**src/verilog/cmt_defs.vh**
```
`ifndef CMT_DEFS_VH
`define CMT_DEFS_VH

// Register byte addresses on the APB.
`define CMT_OFS_CTRL      8'h00
`define CMT_OFS_ABS_CYC   8'h04
`define CMT_OFS_ABS_OFS   8'h08
`define CMT_OFS_DUAL_CFG0 8'h0c
`define CMT_OFS_DUAL_CFG1 8'h10
`define CMT_OFS_INT_STAT  8'h14
`define CMT_OFS_INT_EN    8'h18
`define CMT_OFS_INT_CLR   8'h1c

// Control register bit positions.
`define CMT_BIT_DUAL_TB    13
`define CMT_BIT_DUAL_REP   12
`define CMT_BIT_DUAL_STOP  10
`define CMT_BIT_DUAL_START 9
`define CMT_BIT_DUAL_RUN   8
`define CMT_BIT_ABS_REP    4
`define CMT_BIT_ABS_STOP   2
`define CMT_BIT_ABS_START  1
`define CMT_BIT_ABS_RUN    0

// Cycle filter field positions.
`define CMT_CYC_VAL_HI 13
`define CMT_CYC_VAL_LO 8
`define CMT_CYC_MSK_HI 5
`define CMT_CYC_MSK_LO 0
// Macrotick offset field.
`define CMT_MT_HI 13
`define CMT_MT_LO 0

// Interrupt status bit positions.
`define CMT_INT_ABS  0
`define CMT_INT_DUAL 1

// Reset values.
`define CMT_RST_CTRL 16'h0000
`define CMT_RST_CYC  16'h0000
`define CMT_RST_OFS  16'h0000
`define CMT_RST_DCFG 16'h0000
`define CMT_RST_INT  2'h0

`endif

```
**src/verilog/cmt_abs_match.v**
```verilog
`timescale 1ns/10ps
`include "cmt_defs.vh"

module cmt_abs_match (
	input  wire        clock,
	input  wire        sys_rst,
	input  wire        run,
	input  wire        tick,
	input  wire [5:0]  cycleCount,
	input  wire [13:0] macrotick,
	input  wire [5:0]  cycVal,
	input  wire [5:0]  cycMsk,
	input  wire [13:0] mtOffset,
	output reg         hit
);

	// Only mask positions set to one take part in the cycle compare.
	function maskedEq;
		input [5:0] a;
		input [5:0] b;
		input [5:0] m;
		begin
			maskedEq = ((a & m) == (b & m));
		end
	endfunction

	// Compared live against the registers, so a rewrite acts at once.
	always @(posedge clock) begin
		if (sys_rst) begin
			hit <= 1'b0;
		end else begin
			hit <= run & tick & maskedEq(cycleCount, cycVal, cycMsk) & (macrotick == mtOffset);
		end
	end

endmodule

```
**src/verilog/cmt_rel_count.v**
```verilog
`timescale 1ns/10ps

module cmt_rel_count (
	input  wire        clock,
	input  wire        sys_rst,
	input  wire        load,
	input  wire        run,
	input  wire        tick,
	input  wire [31:0] value,
	output reg         hit
);

	reg [31:0] count_r;

	// Counts down macroticks; the reload value is sampled only at start and
	// at expiry, so a rewrite while running waits for the current expiry.
	always @(posedge clock) begin
		if (sys_rst) begin
			count_r <= 32'h00000000;
			hit     <= 1'b0;
		end else if (load) begin
			count_r <= value;
			hit     <= 1'b0;
		end else if (run & tick) begin
			if (count_r <= 32'h00000001) begin
				count_r <= value;
				hit     <= 1'b1;
			end else begin
				count_r <= count_r - 32'h00000001;
				hit     <= 1'b0;
			end
		end else begin
			hit <= 1'b0;
		end
	end

endmodule

```
**src/verilog/cmt_timer_ctrl.v**
```verilog
`timescale 1ns/10ps
`include "cmt_defs.vh"

module cmt_timer_ctrl (
	input  wire        clock,
	input  wire        sys_rst,
	input  wire        psel,
	input  wire        penable,
	input  wire        pwrite,
	input  wire [7:0]  paddr,
	input  wire [31:0] pwdata,
	output reg  [31:0] prdata,
	output reg         pready,
	output reg         pslverr,
	input  wire [5:0]  cycleCount,
	input  wire [13:0] macrotick,
	input  wire        macrotickTick,
	input  wire        pocNormal,
	output reg         absTimerExpired,
	output reg         dualTimerExpired,
	output reg         irq
);

////////////////////////////////////////////////////////////////////////////////
// Register state.

	// Trigger bits have no storage: they act on the write and read as zero.
	// The running flags and status bits are the only state hardware changes itself.
	reg        dualTimebaseSel_r;
	reg        dualRepeatEn_r;
	reg        absRepeatEn_r;
	reg        absRunning_r;
	reg        absRunning_nxt;
	reg        dualRunning_r;
	reg        dualRunning_nxt;
	reg [5:0]  absCycVal_r;
	reg [5:0]  absCycMsk_r;
	reg [13:0] absOffset_r;
	reg [15:0] dualCfg0_r;
	reg [15:0] dualCfg1_r;
	reg [1:0]  intStatus_r;
	reg [1:0]  intEnable_r;
	reg [31:0] readData;
	reg        addrHit;

	// Hit lines come from registered comparators and are single-cycle pulses.
	wire       absHit;
	wire       dualAbsHit;
	wire       dualRelHit;
	wire       dualHit;
	// Write strobes are high only in the commit cycle of an access.
	wire       busWrite;
	wire       ctrlWrite;
	wire       absStart;
	wire       absStop;
	wire       dualStart;
	wire       dualStop;
	wire [1:0] intSet;
	wire [1:0] intClr;

	// Reset images of the registers; fields are cut out by position so that a
	// changed reset value in the header reaches every field at once.
	localparam [15:0] CTRL_RST = `CMT_RST_CTRL;
	localparam [15:0] CYC_RST  = `CMT_RST_CYC;
	localparam [15:0] OFS_RST  = `CMT_RST_OFS;

	// Address decode for the error answer; the read mux decodes with its own case.
	// Only the eight aligned word offsets answer; anything else is an error.
	function isMapped;
		input [7:0] a;
		begin
			isMapped = (a == `CMT_OFS_CTRL) | (a == `CMT_OFS_ABS_CYC) |
				(a == `CMT_OFS_ABS_OFS) | (a == `CMT_OFS_DUAL_CFG0) |
				(a == `CMT_OFS_DUAL_CFG1) | (a == `CMT_OFS_INT_STAT) |
				(a == `CMT_OFS_INT_EN) | (a == `CMT_OFS_INT_CLR);
		end
	endfunction

////////////////////////////////////////////////////////////////////////////////
// APB slave.

	// One wait state: pready rises on the first access cycle's edge, so the
	// transfer completes on the second access edge and read data is ready.
	// The fixed wait state costs a cycle per access but lets the read mux settle
	// from a stable address, which keeps the slave's timing simple.
	always @(posedge clock) begin
		if (sys_rst) begin
			pready  <= 1'b0;
			pslverr <= 1'b0;
			prdata  <= 32'h00000000;
		end else begin
			pready  <= psel & penable & ~pready;
			pslverr <= psel & penable & ~pready & ~addrHit;
			if (psel & penable & ~pready & ~pwrite) begin
				prdata <= readData;
			end
		end
	end

	// A write takes effect only on the completing edge of the access phase.
	// Writes to unmapped addresses fall into no register and are dropped.
	assign busWrite  = psel & penable & pready & pwrite;
	assign ctrlWrite = busWrite & (paddr == `CMT_OFS_CTRL);

	// Trigger bits act only when written as one; zeros leave timers alone.
	// If stop and start are both written as one, stop wins further down.
	assign absStart  = ctrlWrite & pwdata[`CMT_BIT_ABS_START];
	assign absStop   = ctrlWrite & pwdata[`CMT_BIT_ABS_STOP];
	assign dualStart = ctrlWrite & pwdata[`CMT_BIT_DUAL_START];
	assign dualStop  = ctrlWrite & pwdata[`CMT_BIT_DUAL_STOP];

	// Read mux; trigger bits and reserved bits read as zero.
	// The running bits are read-only; a write to them is ignored.
	always @* begin
		addrHit  = isMapped(paddr);
		readData = 32'h00000000;
		case (paddr)
			`CMT_OFS_CTRL: begin
				readData[`CMT_BIT_DUAL_TB]  = dualTimebaseSel_r;
				readData[`CMT_BIT_DUAL_REP] = dualRepeatEn_r;
				readData[`CMT_BIT_DUAL_RUN] = dualRunning_r;
				readData[`CMT_BIT_ABS_REP]  = absRepeatEn_r;
				readData[`CMT_BIT_ABS_RUN]  = absRunning_r;
			end
			`CMT_OFS_ABS_CYC: begin
				readData[`CMT_CYC_VAL_HI:`CMT_CYC_VAL_LO] = absCycVal_r;
				readData[`CMT_CYC_MSK_HI:`CMT_CYC_MSK_LO] = absCycMsk_r;
			end
			`CMT_OFS_ABS_OFS: begin
				readData[`CMT_MT_HI:`CMT_MT_LO] = absOffset_r;
			end
			`CMT_OFS_DUAL_CFG0: begin
				readData[15:0] = dualCfg0_r;
			end
			`CMT_OFS_DUAL_CFG1: begin
				readData[15:0] = dualCfg1_r;
			end
			`CMT_OFS_INT_STAT: begin
				readData[1:0] = intStatus_r;
			end
			`CMT_OFS_INT_EN: begin
				readData[1:0] = intEnable_r;
			end
			`CMT_OFS_INT_CLR: begin
				readData = 32'h00000000; // Write-only, so it reads as zero.
			end
			default: begin
				readData = 32'h00000000;
			end
		endcase
	end

////////////////////////////////////////////////////////////////////////////////
// Configuration registers.

	// Filter and offset fields feed the comparators directly, with no shadow
	// copy, so a rewrite while a timer runs is seen on the very next tick.
	// A write to the dual-mode words while the relative count runs only changes
	// the reload value; the counter takes it at its next expiry or start.
	always @(posedge clock) begin
		if (sys_rst) begin
			dualTimebaseSel_r <= CTRL_RST[`CMT_BIT_DUAL_TB];
			dualRepeatEn_r    <= CTRL_RST[`CMT_BIT_DUAL_REP];
			absRepeatEn_r     <= CTRL_RST[`CMT_BIT_ABS_REP];
			absCycVal_r       <= CYC_RST[`CMT_CYC_VAL_HI:`CMT_CYC_VAL_LO];
			absCycMsk_r       <= CYC_RST[`CMT_CYC_MSK_HI:`CMT_CYC_MSK_LO];
			absOffset_r       <= OFS_RST[`CMT_MT_HI:`CMT_MT_LO];
			dualCfg0_r        <= `CMT_RST_DCFG;
			dualCfg1_r        <= `CMT_RST_DCFG;
			intEnable_r       <= `CMT_RST_INT;
		end else if (busWrite) begin
			case (paddr)
				`CMT_OFS_CTRL: begin
					dualTimebaseSel_r <= pwdata[`CMT_BIT_DUAL_TB];
					dualRepeatEn_r    <= pwdata[`CMT_BIT_DUAL_REP];
					absRepeatEn_r     <= pwdata[`CMT_BIT_ABS_REP];
				end
				`CMT_OFS_ABS_CYC: begin
					absCycVal_r <= pwdata[`CMT_CYC_VAL_HI:`CMT_CYC_VAL_LO];
					absCycMsk_r <= pwdata[`CMT_CYC_MSK_HI:`CMT_CYC_MSK_LO];
				end
				`CMT_OFS_ABS_OFS: begin
					absOffset_r <= pwdata[`CMT_MT_HI:`CMT_MT_LO];
				end
				`CMT_OFS_DUAL_CFG0: begin
					dualCfg0_r <= pwdata[15:0];
				end
				`CMT_OFS_DUAL_CFG1: begin
					dualCfg1_r <= pwdata[15:0];
				end
				`CMT_OFS_INT_EN: begin
					intEnable_r <= pwdata[1:0];
				end
				`CMT_OFS_INT_STAT: begin
					intEnable_r <= intEnable_r; // Status is read-only; writes are dropped.
				end
				`CMT_OFS_INT_CLR: begin
					intEnable_r <= intEnable_r; // Clearing is handled with the status bits.
				end
				default: begin
					intEnable_r <= intEnable_r;
				end
			endcase
		end
	end

////////////////////////////////////////////////////////////////////////////////
// Expiry detection.

	// The absolute timer only ever uses the cycle and macrotick compare.
	// Matches are sampled on the tick edge, so a hit lags the tick by one cycle.
	cmt_abs_match absMatch (
		.clock      (clock),
		.sys_rst    (sys_rst),
		.run        (absRunning_r),
		.tick       (macrotickTick),
		.cycleCount (cycleCount),
		.macrotick  (macrotick),
		.cycVal     (absCycVal_r),
		.cycMsk     (absCycMsk_r),
		.mtOffset   (absOffset_r),
		.hit        (absHit)
	);

	// Dual-mode absolute compare uses the same field layout in its registers.
	cmt_abs_match dualMatch (
		.clock      (clock),
		.sys_rst    (sys_rst),
		.run        (dualRunning_r & ~dualTimebaseSel_r),
		.tick       (macrotickTick),
		.cycleCount (cycleCount),
		.macrotick  (macrotick),
		.cycVal     (dualCfg0_r[`CMT_CYC_VAL_HI:`CMT_CYC_VAL_LO]),
		.cycMsk     (dualCfg0_r[`CMT_CYC_MSK_HI:`CMT_CYC_MSK_LO]),
		.mtOffset   (dualCfg1_r[`CMT_MT_HI:`CMT_MT_LO]),
		.hit        (dualAbsHit)
	);

	// Relative count is the two config words, high word first.
	// The reload value is taken only at start and at expiry, so software may
	// rewrite both words while it runs without tearing the count in progress.
	cmt_rel_count dualCount (
		.clock   (clock),
		.sys_rst (sys_rst),
		.load    (dualStart),
		.run     (dualRunning_r & dualTimebaseSel_r),
		.tick    (macrotickTick),
		.value   ({dualCfg0_r, dualCfg1_r}),
		.hit     (dualRelHit)
	);

	// Timebase bit low selects the absolute compare, high the counter.
	// Switching the timebase while running also stops the unselected compare; the counter holds its count.
	assign dualHit = dualTimebaseSel_r ? dualRelHit : dualAbsHit;

////////////////////////////////////////////////////////////////////////////////
// Running state.

	// Priority: protocol exit, then stop, then start, then expiry. A hit is
	// ignored if the timer was stopped meanwhile, so no stale event escapes.
	// Limitation: a start while running restarts the timer rather than being
	// refused, which reloads the relative count from the current configuration.
	always @* begin
		absRunning_nxt = absRunning_r;
		if (!pocNormal) begin
			absRunning_nxt = 1'b0;
		end else if (absStop) begin
			absRunning_nxt = 1'b0;
		end else if (absStart) begin
			absRunning_nxt = 1'b1;
		end else if (absHit & ~absRepeatEn_r) begin
			absRunning_nxt = 1'b0;
		end
	end

	// Same ordering for the dual-mode timer.
	// Stop beats start when both are written in one access.
	always @* begin
		dualRunning_nxt = dualRunning_r;
		if (!pocNormal) begin
			dualRunning_nxt = 1'b0;
		end else if (dualStop) begin
			dualRunning_nxt = 1'b0;
		end else if (dualStart) begin
			dualRunning_nxt = 1'b1;
		end else if (dualHit & ~dualRepeatEn_r) begin
			dualRunning_nxt = 1'b0;
		end
	end

	// Running flags and registered expiry pulses.
	// Expiry pulses are gated by the flag of the previous cycle and by the
	// protocol state, so nothing escapes after a stop or a protocol exit.
	always @(posedge clock) begin
		if (sys_rst) begin
			absRunning_r     <= 1'b0;
			dualRunning_r    <= 1'b0;
			absTimerExpired  <= 1'b0;
			dualTimerExpired <= 1'b0;
		end else begin
			absRunning_r     <= absRunning_nxt;
			dualRunning_r    <= dualRunning_nxt;
			absTimerExpired  <= absHit & absRunning_r & pocNormal;
			dualTimerExpired <= dualHit & dualRunning_r & pocNormal;
		end
	end

////////////////////////////////////////////////////////////////////////////////
// Interrupts.

	// Sticky event bits; a set in the clearing cycle wins so no event is lost.
	// Both events share one interrupt line; software reads the status word to
	// tell them apart.
	assign intSet = {dualTimerExpired, absTimerExpired};
	assign intClr = (busWrite & (paddr == `CMT_OFS_INT_CLR)) ? pwdata[1:0] : 2'h0;

	// The interrupt line is computed from the next status value, so it follows
	// a clear or a new event with one cycle of lag only.
	always @(posedge clock) begin
		if (sys_rst) begin
			intStatus_r <= `CMT_RST_INT;
			irq         <= 1'b0;
		end else begin
			intStatus_r <= (intStatus_r & ~intClr) | intSet;
			irq         <= |(((intStatus_r & ~intClr) | intSet) & intEnable_r);
		end
	end

endmodule

```
**config.mk**
```make
export PLATFORM = sky130hd
export DESIGN_NAME = cmt_timer_ctrl
export DESIGN_NICKNAME = d
export VERILOG_FILES = /design/src/verilog/cmt_abs_match.v /design/src/verilog/cmt_rel_count.v /design/src/verilog/cmt_timer_ctrl.v
export VERILOG_INCLUDE_DIRS = /design/src /design/src/verilog
export SDC_FILE = /design/constraint.sdc
export NUM_CORES = 1
export LEC_CHECK = 0
export BUFFER_PORTS_ARGS = -buffer_cell sky130_fd_sc_hd__buf_2
export CORE_MARGIN = 1
export CORE_UTILIZATION = 25
export DETAILED_ROUTE_END_ITERATION = 8
export PLACE_DENSITY = 0.38
export REMOVE_ABC_BUFFERS = 1
export SLEW_MARGIN = 20
export SYNTH_ARGS = -nofsm -noshare
export SYNTH_HDL_FRONTEND = slang
export SYNTH_HIERARCHICAL = 1
export SYNTH_SLANG_ARGS = --single-unit
```
**constraint.sdc**
```tcl
create_clock -name clock -period 7.3 [get_ports clock]
set_input_delay 0.365 -clock clock [delete_from_list [all_inputs] [get_ports clock]]
set_output_delay 0.365 -clock clock [all_outputs]
set_load 0.02 [all_outputs]
```
==> results.md <==
* Outcome: finished clean
* Worst path max stage delay at 600 ps
* Worst hold path type: input pin to register
* 1st-iter DRT viols at 471
* Mean Syn Cell Area at 8.44 um^2
* Syn Std Cell Area at 6780 um^2
* Largest net degree at the start of global routing at 49
* Grt total ovfl at 0
* Post-CTS resize count at 0
* Cells after synthesis at 803
* Via/cell ratio at 5.23
* Leading area contributor after synthesis: dfxtp_1
* Worst-Skew Late Latency at 420 ps
* H-tree levels at 4
* Vias in the first global route at 6,022
* Worst path required time at 7650 ps
* Layout cell share with drive strength beyond 1 at 0.190
* Clock slew at reported path FFs at 60 ps
* Die area at 27,800 um^2
* Rel. slew slack at 0.278
* Fill count at 2,815
* Nets at 924
* Worst r2r src: dualCount/count_r[8]
* RSZ-0062 raised after global routing: no
* Slowest CP cell: nor4b_2
* Hold Path Sink: dualCfg0_r[14]
* Worst EP arrival at 3350 ps
* Synth warn at 6
* Pwr Density at 202 nW/um^2
* DRT antenna net count at 0
* CTS Buf Count at 17
* FP Rows at 59
* Crit end category: register
* Critical Path Stages at 7
* Core box area at 26,400 um^2
* Routability cong. at 0.791
* First-pass GRT wire length at 39.7 mm
* Setup violators final at 0
* DR pass1 iterations at 5
* Post-synth EDFFs at 0
* Fmax at 334 MHz
* Final Cycle Share at 0.410
* Crit Reg-Reg Endpoint: dualCount/count_r[24]
* Delay-heaviest family, CP: simple AND/OR/NAND/NOR gates
* Max-Cap Viols at 0
* Initial antenna violation count at 0
* Port bufs at 71
* Final hold vios at 0
* Die width at 167 um
* Crit start category: register
* CTS root buf: clkbuf_16
* Io pins at 104
* Crit-path cells: or3_4 > nor4_4 > nor4b_2 > buf_4 > a21oi_1 > nor2_2 > a22o_1
* GRT Overall Usage at 0.193
* Post-synth top area share at 0.363
* Peak supply drop at 0.100 mV
* Hpwl dp at 19.1 mm
* Top post-synthesis cells by area: dfxtp_1 (36%), nand2_1 (7.1%), a21oi_1 (4.3%)
* Die H at 167 um
* Routed length per instance at 22.1 um
* Hold Worst Slack at 217 ps
* CTS sink count at 123
* WHS Path Cells at 3
* Drt drc at 0
* Routed WL at 26.6 mm
* Vias after detailed routing at 6,282
* Buf+Inv Stages, Crit Path at 1
* Pins Over Slew Limit at 0
* Worst r2r path cells at 7
* Synth cell types at 82
* Hold Path Origin: pwdata[14]
* Post-route setup TNS at 0 ps
* Crit path time final at 2990 ps
* Seq/Total Area, Yosys at 0.363
* Hold-fix buffers at CTS at 0
* CP Max Fanout at 15
* Post-synthesis register bit count at 123
* Ys flop type: dfxtp_1
* Actual slew at the worst max-slew pin at 1080 ps
* Starting Density at 0.257
* Area growth from synthesis to layout at 16.5%
* CTS tree: built
* Post-CTS setup buffers at 0
* Async SR Flop Fraction at 0
* R2R setup slack at 4310 ps
* Final Skew at 10.2 ps
* Leakage at 3.01 nW
* WS Path Type: register to register
* ANT cells at 0
* CTS max path bufs at 2
[final cells by class]
class	count	area, um^2	area share
Sequential cell	123	2460	0.312
Tap cell	335	419	0.0531
Clock inverter	11	123	0.0155
Inverter	9	33.8	0.00428
Clock buffer	20	447	0.0566
Timing Repair Buffer	78	410	0.0520
Multi-Input combinational cell	626	4000	0.507
[how the worst max path moves through the flow]
stage / from / end / slack, ps
after floorplan: dualCount/count_r[11] / dualCount/count_r[9] / 3530
after global placement: dualCount/count_r[8] / dualCount/count_r[24] / 4270
after detailed placement: paddr[3] / dualCount/count_r[17] / 4250
after CTS: dualCount/count_r[8] / dualCount/count_r[24] / 4250
after global routing: dualCount/count_r[8] / dualCount/count_r[24] / 4140
final: dualCount/count_r[8] / dualCount/count_r[24] / 4310
[placed cells by master (no fill, tap or decap), drive strengths merged, types with 5 or more instances in the layout]
cell	netlist	final
nand2	131	131
buf	34	78
a22o	18	18
nor2b	6	6
xor2	30	30
a211oi	6	6
a21oi	68	68
o2bb2ai	9	9
o21ai	12	12
conb	1	16
clkinv	0	5
a32oi	5	5
or3	9	9
mux2	11	11
a221oi	5	5
nor4	20	20
a31oi	15	15
dfxtp	123	123
inv	9	9
o211ai	5	5
nor2	55	55
and2	5	5
nor3	33	33
or4	10	10
mux2i	23	23
xnor2	13	13
a22oi	11	11
nand2b	5	5
nand3	26	26
clkbuf	25	20
nand4	13	13
[cell families after synthesis]
kind of cell             after synthesis  share of synthesized area
XOR/XNOR                              43                     0.0556
multiplexers                          36                     0.0589
buffers and inverters                 69                     0.0552
flip-flops                           123                      0.363
adder cells (fa/ha/maj)                2                    0.00369
AO/OA/AOI/OAI                        192                      0.202
AND/OR/NAND/NOR                      337                      0.261
other                                  1                   0.000553
[cell usage after synthesis (5+ instances only)]
cell type	instances
a21oi_1	58
nand2b_1	5
a22oi_1	11
a32oi_1	5
and2_1	5
mux2_2	11
clkbuf_1	25
or4_1	6
nor2_1	53
or3_1	7
inv_1	8
o21ai_0	11
o211ai_1	5
nor4_1	14
mux2i_1	23
a211oi_1	6
nand2_1	129
nand3_1	26
nor4_2	5
nor2b_1	6
xnor2_1	13
xor2_1	30
a31oi_1	15
buf_2	10
buf_4	20
nor3_1	27
nand4_1	13
a21oi_2	10
a22o_1	18
o2bb2ai_1	9
dfxtp_1	123
[metrics by stage]
step	instances	util	power, mW	setup WS [ps]	cell area [um^2]
3_5_place_dp	1171	0.278	0.781	4250	7330
4_1_cts	1202	0.300	1.62	4250	7900
5_1_grt	1202	0.300	1.66	4140	7900
6_report	1202	0.300	1.60	4310	7900
2_1_floorplan	758	-	0.725	3530	6490
3_3_place_gp	1171	0.278	0.782	4270	7330
[tightest hold or removal path, cell delays in order]
cell     delay [ps]
buf_2           110
nand2_1          50
a21oi_1          50
[report_power, final]
group	total, mW	internal [mW]	switching (mW)	leakage [nW]
clock network	0.833	0.509	0.324	0.268
logic	0.0918	0.0262	0.0655	1.75
registers	0.675	0.673	0.00116	0.991
[layer usage]
metal / GRT usage / wire (um) / vias to the layer above
li1: - / - / 3028
met1: 0.267 / 12900 / 3052
met2: 0.300 / 12000 / 181
met3: 0.0390 / 1190 / 21
met4: 0.0620 / 505 / 0
met5: 0 / 0 / -
[sequential cells by signal (all words and copies together) (netlist names), 2 cells and up]
name and cells:
absOffset_r 14, dualCfg1_r 16, absCycVal_r 6, intEnable_r 2, prdata 16, dualCfg0_r 16, absCycMsk_r 6, dualCount/count_r 32
intStatus_r 2
(Power assumes the default switching activity.)
